[config.mk]
export PLATFORM = sky130hd
export DESIGN_NAME = gpio_port_with_change_notice
export DESIGN_NICKNAME = d
export VERILOG_FILES = /design/src/hw/gpio_pkg.sv /design/src/hw/bit_sync.sv /design/src/hw/alias_reg.sv /design/src/hw/gpio_port_with_change_notice.sv
export VERILOG_INCLUDE_DIRS = /design/src /design/src/hw
export SDC_FILE = /design/constraint.sdc
export NUM_CORES = 1
export LEC_CHECK = 0
export BUFFER_PORTS_ARGS = -buffer_cell sky130_fd_sc_hd__buf_4
export CAP_MARGIN = 0
export CORE_ASPECT_RATIO = 0.9
export CORE_MARGIN = 2
export CORE_UTILIZATION = 43
export CTS_BUF_LIST = sky130_fd_sc_hd__clkbuf_8 sky130_fd_sc_hd__clkbuf_16
export DETAILED_ROUTE_END_ITERATION = 8
export PLACE_DENSITY = 0.65
export RECOVER_POWER = 100
export SLEW_MARGIN = 20
export SYNTH_ARGS = -nofsm -noshare
export SYNTH_HDL_FRONTEND = slang
export SYNTH_SLANG_ARGS = --single-unit
[constraint.sdc]
create_clock -name clk -period 4 [get_ports clk]
set_input_delay 0.4 -clock clk [delete_from_list [all_inputs] [get_ports clk]]
set_output_delay 0.4 -clock clk [all_outputs]
set_load 0.01 [all_outputs]
[src/hw/gpio_regs.svh]
// Register offsets, reset values and field positions of the port block.
// Assumes byte addresses on an 8-bit register address, one word per register.
`ifndef GPIO_REGS_SVH
`define GPIO_REGS_SVH

// Port width in pins
`define PORT_WIDTH          16
`define ADDR_WIDTH          8
`define DATA_WIDTH          32

// Base register offsets; aliases sit at base + 0x4, 0x8, 0xc
`define OFS_PIN_DIRECTION   8'h00
`define OFS_OUTPUT_LATCH    8'h10
`define OFS_PIN_LEVEL       8'h20
`define OFS_OPEN_DRAIN      8'h30
`define OFS_ANALOG_SELECT   8'h40
`define OFS_CHANGE_IRQ_EN   8'h50
`define OFS_CHANGE_FLAG     8'h60
`define OFS_WEAK_PULLUP     8'h70
`define OFS_WEAK_PULLDOWN   8'h80
`define OFS_CHANGE_CONTROL  8'h90

// Alias offsets within one register group
`define OFS_ALIAS_CLR       2'h1
`define OFS_ALIAS_SET       2'h2
`define OFS_ALIAS_INV       2'h3

// Reset values
`define RST_PIN_DIRECTION   16'hffff
`define RST_OUTPUT_LATCH    16'h0000
`define RST_OPEN_DRAIN      16'h0000
`define RST_ANALOG_SELECT   16'hffff
`define RST_CHANGE_IRQ_EN   16'h0000
`define RST_WEAK_PULL       16'h0000
`define RST_CHANGE_CONTROL  16'h0000

// Change notice control: module on bit
`define CTRL_ON_BIT         15

`endif

[src/hw/gpio_pkg.sv]
// Types shared by the port block files.
// Assumes gpio_regs.svh supplies the numbers.
package gpio_pkg;

   // Operation applied by a register write
   typedef enum logic [1:0] {
      OP_WRITE = 2'h0,
      OP_CLR   = 2'h1,
      OP_SET   = 2'h2,
      OP_INV   = 2'h3
   } alias_op_t;

endpackage : gpio_pkg

[src/hw/bit_sync.sv]
// Two-flop synchroniser for a bus of independent levels.
// Assumes each bit is unrelated to its neighbours.
`timescale 1ns/1ps
module bit_sync #(
   parameter int WIDTH = 16
) (
   input  wire logic             clk,       // Block clock
   input  wire logic             rst,       // Synchronous reset
   input  wire logic [WIDTH-1:0] async_in,  // Levels from outside
   output logic      [WIDTH-1:0] sync_out   // Levels on clk
);

   logic [WIDTH-1:0] meta_reg;

   // Two flip-flops; the first is read only by the second
   always_ff @(posedge clk) begin
      if (rst) begin
         meta_reg <= '0;
         sync_out <= '0;
      end else begin
         meta_reg <= async_in;
         sync_out <= meta_reg;
      end
   end

endmodule : bit_sync

[src/hw/alias_reg.sv]
// One port register with write, clear, set and invert access.
// Assumes the caller decodes the operation from the address.
`timescale 1ns/1ps
module alias_reg
   import gpio_pkg::*;
#(
   parameter int               WIDTH = 16,
   parameter logic [WIDTH-1:0] RESET = '0
) (
   input  wire logic             clk,    // Block clock
   input  wire logic             rst,    // Synchronous reset
   input  wire logic             wr_en,  // Write to this group
   input  alias_op_t             op,     // Operation of the write
   input  wire logic [WIDTH-1:0] wdata,  // Write data
   output logic      [WIDTH-1:0] q_reg   // Stored value
);

   logic [WIDTH-1:0] q_next;

   always_comb begin
      q_next = q_reg;
      if (wr_en) begin
         case (op)
            OP_WRITE: q_next = wdata;
            OP_CLR:   q_next = q_reg & ~wdata;
            OP_SET:   q_next = q_reg | wdata;
            OP_INV:   q_next = q_reg ^ wdata;
            default:  q_next = q_reg;
         endcase
      end
   end

   // Storage
   always_ff @(posedge clk) begin
      if (rst) begin
         q_reg <= RESET;
      end else begin
         q_reg <= q_next;
      end
   end

endmodule : alias_reg

[src/hw/gpio_port_with_change_notice.sv]
// Digital I/O port with change notice, pulls and atomic alias registers.
// Assumes a plain register port on clk and pins from outside the clock domain.
//
// Added by the designer: the register addresses and the strobed register port.
`timescale 1ns/1ps
`include "gpio_regs.svh"
module gpio_port_with_change_notice
   import gpio_pkg::*;
(
   input  wire logic                   clk,            // 20 MHz block clock
   input  wire logic                   rst,            // Synchronous reset, high
   input  wire logic [`ADDR_WIDTH-1:0] addr,           // Register byte address
   input  wire logic [`DATA_WIDTH-1:0] wdata,          // Write data
   input  wire logic                   wr,             // Write strobe
   input  wire logic                   rd,             // Read strobe
   output logic      [`DATA_WIDTH-1:0] rdata,          // Read data, cycle after rd
   input  wire logic [`PORT_WIDTH-1:0] pin_in,         // Pad input levels
   output logic      [`PORT_WIDTH-1:0] pin_out,        // Pad output levels
   output logic      [`PORT_WIDTH-1:0] pin_oe,         // Pad drive enables
   output logic      [`PORT_WIDTH-1:0] analog_mode,    // Pad analog switch
   output logic      [`PORT_WIDTH-1:0] pullup_en,      // Weak pull-up enables
   output logic      [`PORT_WIDTH-1:0] pulldown_en,    // Weak pull-down enables
   output logic                        change_irq      // Change request, wakes core
);

   localparam int W = `PORT_WIDTH;

   // ************************************************************
   // Address decode
   // ************************************************************

   logic [7:0]   group;   // Register group, as wide as the offsets
   alias_op_t    op;
   logic [W-1:0] wd;
   logic         we_dir;  // Direction write
   logic         we_lat;  // Latch write, also from level address
   logic         we_odc;  // Open drain write
   logic         we_ans;  // Analog select write
   logic         we_cen;  // Change enable write
   logic         we_flg;  // Change flag write
   logic         we_pu;   // Pull-up write
   logic         we_pd;   // Pull-down write
   logic         we_ctl;  // Change control write

   // Group from upper nibble, operation from word within group
   // alias placement
   // Upper nibble kept eight bits wide so offset compares match in width
   assign group = {4'h0, addr[7:4]};
   assign op    = alias_op_t'(addr[3:2]);
   assign wd    = wdata[W-1:0];

   // Per-register write enables
   always_comb begin
      we_dir = 1'b0;
      we_lat = 1'b0;
      we_odc = 1'b0;
      we_ans = 1'b0;
      we_cen = 1'b0;
      we_flg = 1'b0;
      we_pu  = 1'b0;
      we_pd  = 1'b0;
      we_ctl = 1'b0;
      // Unaligned writes are dropped
      if (!wr || addr[1:0] != 2'h0) begin
         we_dir = 1'b0;
      end else if (group == `OFS_PIN_DIRECTION >> 4) begin
         we_dir = 1'b1;
      end else if (group == `OFS_OUTPUT_LATCH >> 4) begin
         we_lat = 1'b1;
      end else if (group == `OFS_PIN_LEVEL >> 4) begin
         we_lat = 1'b1;
      end else if (group == `OFS_OPEN_DRAIN >> 4) begin
         we_odc = 1'b1;
      end else if (group == `OFS_ANALOG_SELECT >> 4) begin
         we_ans = 1'b1;
      end else if (group == `OFS_CHANGE_IRQ_EN >> 4) begin
         we_cen = 1'b1;
      end else if (group == `OFS_CHANGE_FLAG >> 4) begin
         we_flg = 1'b1;
      end else if (group == `OFS_WEAK_PULLUP >> 4) begin
         we_pu = 1'b1;
      end else if (group == `OFS_WEAK_PULLDOWN >> 4) begin
         we_pd = 1'b1;
      end else if (group == `OFS_CHANGE_CONTROL >> 4) begin
         we_ctl = 1'b1;
      end
   end

   // ************************************************************
   // Control registers
   // ************************************************************

   logic [W-1:0] dir_q;  // Direction, one is input
   logic [W-1:0] lat_q;  // Output latch
   logic [W-1:0] odc_q;  // Open drain select
   logic [W-1:0] ans_q;  // Analog select
   logic [W-1:0] cen_q;  // Change enables
   logic [W-1:0] pu_q;   // Pull-up enables
   logic [W-1:0] pd_q;   // Pull-down enables
   logic [W-1:0] ctl_q;  // Change control

   alias_reg #(.WIDTH(W), .RESET(`RST_PIN_DIRECTION)) u_dir (
      .clk(clk), .rst(rst), .wr_en(we_dir), .op(op), .wdata(wd), .q_reg(dir_q));

   alias_reg #(.WIDTH(W), .RESET(`RST_OUTPUT_LATCH)) u_lat (
      .clk(clk), .rst(rst), .wr_en(we_lat), .op(op), .wdata(wd), .q_reg(lat_q));

   alias_reg #(.WIDTH(W), .RESET(`RST_OPEN_DRAIN)) u_odc (
      .clk(clk), .rst(rst), .wr_en(we_odc), .op(op), .wdata(wd), .q_reg(odc_q));

   alias_reg #(.WIDTH(W), .RESET(`RST_ANALOG_SELECT)) u_ans (
      .clk(clk), .rst(rst), .wr_en(we_ans), .op(op), .wdata(wd), .q_reg(ans_q));

   alias_reg #(.WIDTH(W), .RESET(`RST_CHANGE_IRQ_EN)) u_cen (
      .clk(clk), .rst(rst), .wr_en(we_cen), .op(op), .wdata(wd), .q_reg(cen_q));

   alias_reg #(.WIDTH(W), .RESET(`RST_WEAK_PULL)) u_pu (
      .clk(clk), .rst(rst), .wr_en(we_pu), .op(op), .wdata(wd), .q_reg(pu_q));

   alias_reg #(.WIDTH(W), .RESET(`RST_WEAK_PULL)) u_pd (
      .clk(clk), .rst(rst), .wr_en(we_pd), .op(op), .wdata(wd), .q_reg(pd_q));

   // Change notice on bit lives here
   alias_reg #(.WIDTH(W), .RESET(`RST_CHANGE_CONTROL)) u_ctl (
      .clk(clk), .rst(rst), .wr_en(we_ctl), .op(op), .wdata(wd), .q_reg(ctl_q));

   // ************************************************************
   // Pin sampling and change notice
   // ************************************************************

   logic [W-1:0] pin_sync;
   logic [W-1:0] ref_reg;
   logic [W-1:0] flag_reg, flag_next;
   logic [W-1:0] level_view;
   logic [W-1:0] change_evt;
   logic         level_rd;
   logic         cn_on;

   // Pads are asynchronous; two flops before any use
   bit_sync #(.WIDTH(W)) u_sync (
      .clk(clk), .rst(rst), .async_in(pin_in), .sync_out(pin_sync));

   assign level_view = pin_sync & ~(ans_q & dir_q);
   assign level_rd   = rd && addr == `OFS_PIN_LEVEL;
   assign cn_on      = ctl_q[`CTRL_ON_BIT];

   // runs regardless of sleep state
   // A level read captures pin_sync, which it returns with analog inputs masked, so that cycle
   // reports no change; later changes compare against the new capture
   assign change_evt = (cn_on && !level_rd) ? (cen_q & (pin_sync ^ ref_reg)) : '0;

   always_ff @(posedge clk) begin
      if (rst) begin
         ref_reg <= '0;
      end else if (level_rd) begin
         ref_reg <= pin_sync;
      end
   end

   // flag since last read; hardware set wins over clear
   // Software may also write or alias the flags
   always_comb begin
      flag_next = flag_reg;
      if (we_flg) begin
         case (op)
            OP_WRITE: flag_next = wd;
            OP_CLR:   flag_next = flag_reg & ~wd;
            OP_SET:   flag_next = flag_reg | wd;
            OP_INV:   flag_next = flag_reg ^ wd;
            default:  flag_next = flag_reg;
         endcase
      end
      if (level_rd) begin
         flag_next = '0;
      end
      flag_next = flag_next | change_evt;
   end

   always_ff @(posedge clk) begin
      if (rst) begin
         flag_reg <= '0;
      end else begin
         flag_reg <= flag_next;
      end
   end

   always_ff @(posedge clk) begin
      if (rst) begin
         change_irq <= 1'b0;
      end else begin
         change_irq <= cn_on && |(flag_next & cen_q);
      end
   end

   // ************************************************************
   // Pad drive
   // ************************************************************

   // Open drain releases the pad rather than driving high
   // outputs drive latch
   always_ff @(posedge clk) begin
      if (rst) begin
         pin_out     <= '0;
         pin_oe      <= '0;
         analog_mode <= `RST_ANALOG_SELECT;
         pullup_en   <= '0;
         pulldown_en <= '0;
      end else begin
         pin_out     <= lat_q & ~odc_q;
         pin_oe      <= ~dir_q & ~(odc_q & lat_q);
         analog_mode <= ans_q;
         pullup_en   <= pu_q;
         pulldown_en <= pd_q;
      end
   end

   // ************************************************************
   // Read path
   // ************************************************************

   logic [W-1:0] rd_word;

   // latch reads the latch, not pins
   always_comb begin
      rd_word = '0;
      if (addr[3:0] != 4'h0) begin
         rd_word = '0;
      end else if (group == `OFS_PIN_DIRECTION >> 4) begin
         rd_word = dir_q;
      end else if (group == `OFS_OUTPUT_LATCH >> 4) begin
         rd_word = lat_q;
      end else if (group == `OFS_PIN_LEVEL >> 4) begin
         rd_word = level_view;
      end else if (group == `OFS_OPEN_DRAIN >> 4) begin
         rd_word = odc_q;
      end else if (group == `OFS_ANALOG_SELECT >> 4) begin
         rd_word = ans_q;
      end else if (group == `OFS_CHANGE_IRQ_EN >> 4) begin
         rd_word = cen_q;
      end else if (group == `OFS_CHANGE_FLAG >> 4) begin
         rd_word = flag_reg;
      end else if (group == `OFS_WEAK_PULLUP >> 4) begin
         rd_word = pu_q;
      end else if (group == `OFS_WEAK_PULLDOWN >> 4) begin
         rd_word = pd_q;
      end else if (group == `OFS_CHANGE_CONTROL >> 4) begin
         rd_word = ctl_q;
      end
   end

   // Upper half of the word always reads zero
   // Read data stands one cycle, zero otherwise
   always_ff @(posedge clk) begin
      if (rst) begin
         rdata <= '0;
      end else if (rd) begin
         rdata <= {{(`DATA_WIDTH-W){1'b0}}, rd_word};
      end else begin
         rdata <= '0;
      end
   end

endmodule : gpio_port_with_change_notice

==> metrics, run 1 <==
Final Hold Fails=0; Detail Route Antenna Nets=0; largest net degree at the start of global routing=107; final setup fails=0; Clock Path Buffers=3; most common cell after layout, fill and taps aside=dfxtp_1; Power Internal=0.00501 W; Yosys top cell area share=0.306; vias per cell=5.91; core area=43200 µm²; vias in the first global route=15900; FILL cells=4205; first-pass GRT wire length=96.6 mm; PostCTS Resize Cnt=0; Distinct cells, synth=54; TritonCTS Buffers=35; switch share=0.284; status=complete, but fails checks; fin crit share=0.773; Worst Setup End Kind=flop; via count=17100; CTS tree=yes; Setup Skew=0.0215 ns; crit path max fanout=44; fin crit period=3.09 ns; commonest cells after routing, fill and taps aside=dfxtp_1, ha_1, nor2_1, a21oi_1, nand2_1; delay of the slowest critical-path stage=0.92 ns; Total Power=0.00700 W; Die H=203 µm; Max Cap Viol=4; unrepaired setup endpoints after global routing=no; Leak Pwr=8.80 nW; post-synthesis sequential area ratio=0.306; VDD IR max=281 µV; Mapped Area=18900 µm²; CP cell instances=clkbuf_2 -> nand2_1 -> or3_1 -> nand2b_1 -> a311oi_1; H-tree levels=2; max_slew headroom=-0.538; number of synthesized register bits=289; TNS Setup=0 ns; failing checks=max-capacitance violations, max-slew violations; Crit-path slowest cell=nand2_1; WL per Instance=22.2 µm; DRC=0; Clock Pin Slew Worst Setup and Hold Paths=0.06 ns; register share of total power=0.420; asr flop ratio synth=0; Die Wd=225 µm; Startpoint Class=input port; Root Driver=clkbuf_16; Rows=72; hold_buf cts=0; number of I/O port buffers=140; die area=45700 µm²; number of enable flip-flop cells after synthesis=0; synth-to-layout area growth=10.5%; Initial Util=0.438; Max Fclk=0.324 GHz; initial DRC count=1694; pwr/cell area=335 nW/µm²; Clock power frac=0.462; Synth area leader=dfxtp_1; Final Slew Violations=207; kind of critical path=input port to flop; net count of the finished layout=2667; IO Count=173; worst-skew pair later-pin latency=0.56 ns; GR Overflow Total=0; Post-CTS Setup Inserts=0; YS warnings=0; Clock Sinks=289; Psw=0.00199 W; area of the multi-input gates=11600 µm²; initial antenna violation count=1; HP Class=input port to flop; drt pass-1 iters=8; CP arrival=3.49 ns; GP Congestion=0.930; dpl hpwl=45.3 mm; WL final=64.5 mm; Comb power frac=0.118; layout cells sized above 1=0.0947; worst endpoint required time=4.40 ns; FF+latch area=5790 µm²; Mapped Avg Cell Area=8.36 µm²; dominant synthesized flop cell=dfxtp_1; # diodes=0; Gate Count Post-Synth=2265; GRT Util Overall=0.277; actual slew at the worst max-slew pin=2.31 ns; top post-synthesis cells by area=dfxtp_1, ha_1, a21oi_1
## cells in the mapped netlist (3+ instances only)
library cell,count
ha_1,288
a211o_1,32
dfxtp_1,289
nor3_1,19
o21ai_0,174
buf_2,47
o22a_1,38
mux4_2,23
mux2i_1,35
nand2b_1,4
nand2_1,199
inv_1,186
nand3_1,20
o211ai_1,96
o221a_2,12
buf_1,10
nor2b_1,33
a31oi_1,17
nand4_1,6
xor2_1,17
or2_2,16
a22oi_1,8
a21oi_1,211
mux2_2,15
a211oi_1,96
o221a_1,3
clkbuf_1,82
buf_4,30
nor2_1,212
buf_6,12
nand2_2,3
## cell type report
type                       instances  share of cell area
clock buffer                      38              0.0444
clock inverter                    25              0.0108
inverter                         186              0.0334
multi-input combinational       1623               0.553
sequential                       289               0.277
tap                              555              0.0332
timing repair buffer             184              0.0492
## critical path: cells and delay by family
family          cells  cell delay [ns]
compound gates      1             0.09
simple gates        3             2.12
buf+inv             1             0.85
## per-layer routing
layer  track usage  share of wire  up-vias
met5             0        0.00020        -
met4         0.137          0.052        2
met3        0.0498          0.085      149
met2         0.431           0.44      732
met1         0.369           0.42     8302
li1              -              -     7949
## stage by stage
step / setup slack (ns) / instances / util / area, µm² / hold WS (ns)
final: 0.910 / 2900 / 0.484 / 20900 / 0.0552
after global routing: 0.849 / 2900 / 0.484 / 20900 / 0.0445
after CTS: 1.70 / 2900 / 0.493 / 21300 / 0.0372
after detailed placement: 1.13 / 2837 / 0.466 / 20200 / 0.427
after global placement: 1.17 / 2837 / 0.466 / 20200 / 0.429
after floorplan: 1.79 / 2280 / - / 19000 / 0.414
## power by group through the flow
stage | clock network, W | logic, W | registers [W]
floorplan | 0 | 0.000576 | 0.00299
global placement | 0 | 0.000779 | 0.00301
detailed placement | 0 | 0.000811 | 0.00301
CTS | 0.00328 | 0.000817 | 0.00294
global route | 0.00340 | 0.000906 | 0.00294
finish | 0.00323 | 0.000826 | 0.00294
## worst paths after layout
path	start	endpoint	slack (ns)	cells after the start
min	pin_in[11]	u_sync.meta_reg[11]	0.06	2
max reg2reg	flag_reg[4]	change_irq	1.75	6
max	addr[5]	change_irq	0.91	5
min reg2reg	u_sync.meta_reg[10]	u_sync.sync_out[10]	0.44	1
## logic make-up after synthesis
family / Yosys count / share of synthesized area
compound gates: 702 / 0.234
simple gates: 527 / 0.120
buf+inv: 368 / 0.0869
flops: 289 / 0.306
fa+ha+maj: 288 / 0.190
mux: 73 / 0.0548
xor+xnor: 17 / 0.00787
other cells: 1 / 0.000198
Note: power is estimated with default switching activity, not from simulation.
==> run 2, diff against run 1 <==
- clock period: 4 -> 2.9 ns (I/O delays scaled with it)
==> run 2 against run 1 <==
Net effect: routed wire length barely moved; sequential cell count is the same; clock-buffer cell count did not move; largest power group unchanged; setup slack got worse by 0.48 ns; core utilization up 0.81 points; final area rose by 1.7%; the flow still finishes with violations (max-capacitance violations, max-slew violations); highest routed layer unchanged; global-route usage is 0.093 points higher; die area is the same; sequential power up 38%; critical endpoint is now pin_out[12]; via count grew 0.70%; register-to-register slack got worse by 1.1 ns; critical path depth down 2.
==> metrics, run 2 (synthesized netlist as in run 1, its figures left out) <==
Final Slew Violations=84; fin crit period=2.47 ns; IO Count=173; via count=17300; H-tree levels=2; fin crit share=0.853; Reg2Reg Depth=6; layout cells sized above 1=0.104; GRT Util Overall=0.278; unrepaired setup endpoints after global routing=no; VDD IR max=358 µV; WL per Instance=21.9 µm; gate family responsible for the most delay along the worst path=buffers and inverters; GP Congestion=0.939; vias per cell=5.86; die area=45700 µm²; dpl cells=2866; Die Wd=225 µm; Clock Sinks=289; Clock Path Buffers=3; core area=43200 µm²; hold_buf cts=15; final instance area=21300 µm²; Worst Setup End Kind=flop; net count of the finished layout=2710; status=complete, but fails checks; largest net degree at the start of global routing=104; vias in the first global route=16100; PostCTS Resize Cnt=0; Fin Hold WS=0.0102 ns; R2R Setup Slk=0.68 ns; CP arrival=2.85 ns; HP Class=input port to flop; hold-critical path depth=2; Root Driver=clkbuf_16; GR Overflow Total=0; Max Fclk=0.404 GHz; crit path max fanout=84; Finished Core Util=0.492; Leak Pwr=8.99 nW; initial antenna violation count=4; Initial Util=0.438; CP cell instances=clkbuf_2 -> clkbuf_2 -> nor3_1; dpl hpwl=45.2 mm; Rows=72; CP bufs+invs=2; commonest cells after routing, fill and taps aside=dfxtp_1, ha_1, a21oi_1, nor2_1, nand2_1; Clock Pin Slew Worst Setup and Hold Paths=0.06 ns; Crit-path slowest cell=clkbuf_2; synth-to-layout area growth=12.4%; placed cell area=20400 µm²; Die H=203 µm; worst r2r src=flag_reg[5]; first-pass GRT wire length=97.2 mm; Worst Hold End=u_sync.meta_reg[3]; drt pass-1 iters=5; Detail Route Antenna Nets=0; number of I/O port buffers=140; actual slew at the worst max-slew pin=2.26 ns; fin cells=2942; kind of critical path=input port to flop; Startpoint Class=input port; delay of the slowest critical-path stage=1.53 ns; Worst Setup SP=rst; Max Cap Viol=1; TNS Setup=0 ns; most common cell after layout, fill and taps aside=dfxtp_1; WL final=64.6 mm; failing checks=max-capacitance violations, max-slew violations; max_slew headroom=-0.509; Setup Skew=0.0185 ns; Final Hold Fails=0; initial DRC count=1470; Post-CTS Setup Inserts=0; TritonCTS Buffers=34; worst endpoint required time=3.28 ns; CTS tree=yes; worst-skew pair later-pin latency=0.56 ns; DRC=0; worst hold start=pin_in[3]; r2r endpoint=change_irq; most used cell, CP=clkbuf_2; final setup fails=0; pwr/cell area=453 nW/µm²
[run 2: cell count changes in the layout (fill, tap and decap cells not counted), sizes merged]
cell	delta
dlygate4sd3	+15
diode	+1
buf	+25
clkinvlp	+1
clkinv	-3
clkbuf	+4
bufinv	+1
inv	-2
[run 2: layout make-up]
cell class	count	area (µm²)
Sequential cell	289	5790
Fill cell	4139	22000
Multi-Input combinational cell	1623	11600
Clock inverter	22	219
Clock buffer	38	906
Tap cell	555	694
Timing Repair Buffer	228	1410
Antenna cell	1	2.50
Inverter	186	698
[run 2: power breakdown]
group          switching [W]  leakage [nW]  internal (W)
registers          0.0000480          2.34       0.00401
logic               0.000771          6.11      0.000400
clock network        0.00187         0.551       0.00253
[run 2: metrics by stage]
step	total power, W	worst slack (ns)
floorplan	0.00492	0.797
global placement	0.00524	0.589
detailed placement	0.00529	0.586
CTS	0.00970	0.739
global route	0.00995	0.325
finish	0.00963	0.425
[run 2: worst register-to-register path: cells and delay by family (launching register included)]
family	cells	cell delay, ns
adders and majority gates	1	0.30
DFF	1	0.46
AOI/OAI and AO/OA	3	0.62
muxes	1	0.54
buffers and inverters	1	0.15
[run 2: worst max path at each step]
stage               slack [ns]     endpoint  depth (start not counted)
floorplan                 0.80   change_irq                          6
finish                    0.43  pin_out[12]                          3
detailed placement        0.59     rdata[0]                          7
global route              0.32  pin_out[12]                          3
global placement          0.59     rdata[4]                          7
CTS                       0.74   change_irq                          6
[run 2: per-layer routing]
| metal | vias up | share of wire | global-route usage |
|---|---|---|---|
| met3 | 191 | 0.078 | 0.0575 |
| met5 | - | 0.00046 | 0 |
| li1 | 8052 | - | - |
| met2 | 706 | 0.44 | 0.428 |
| met1 | 8301 | 0.42 | 0.358 |
| met4 | 4 | 0.066 | 0.168 |
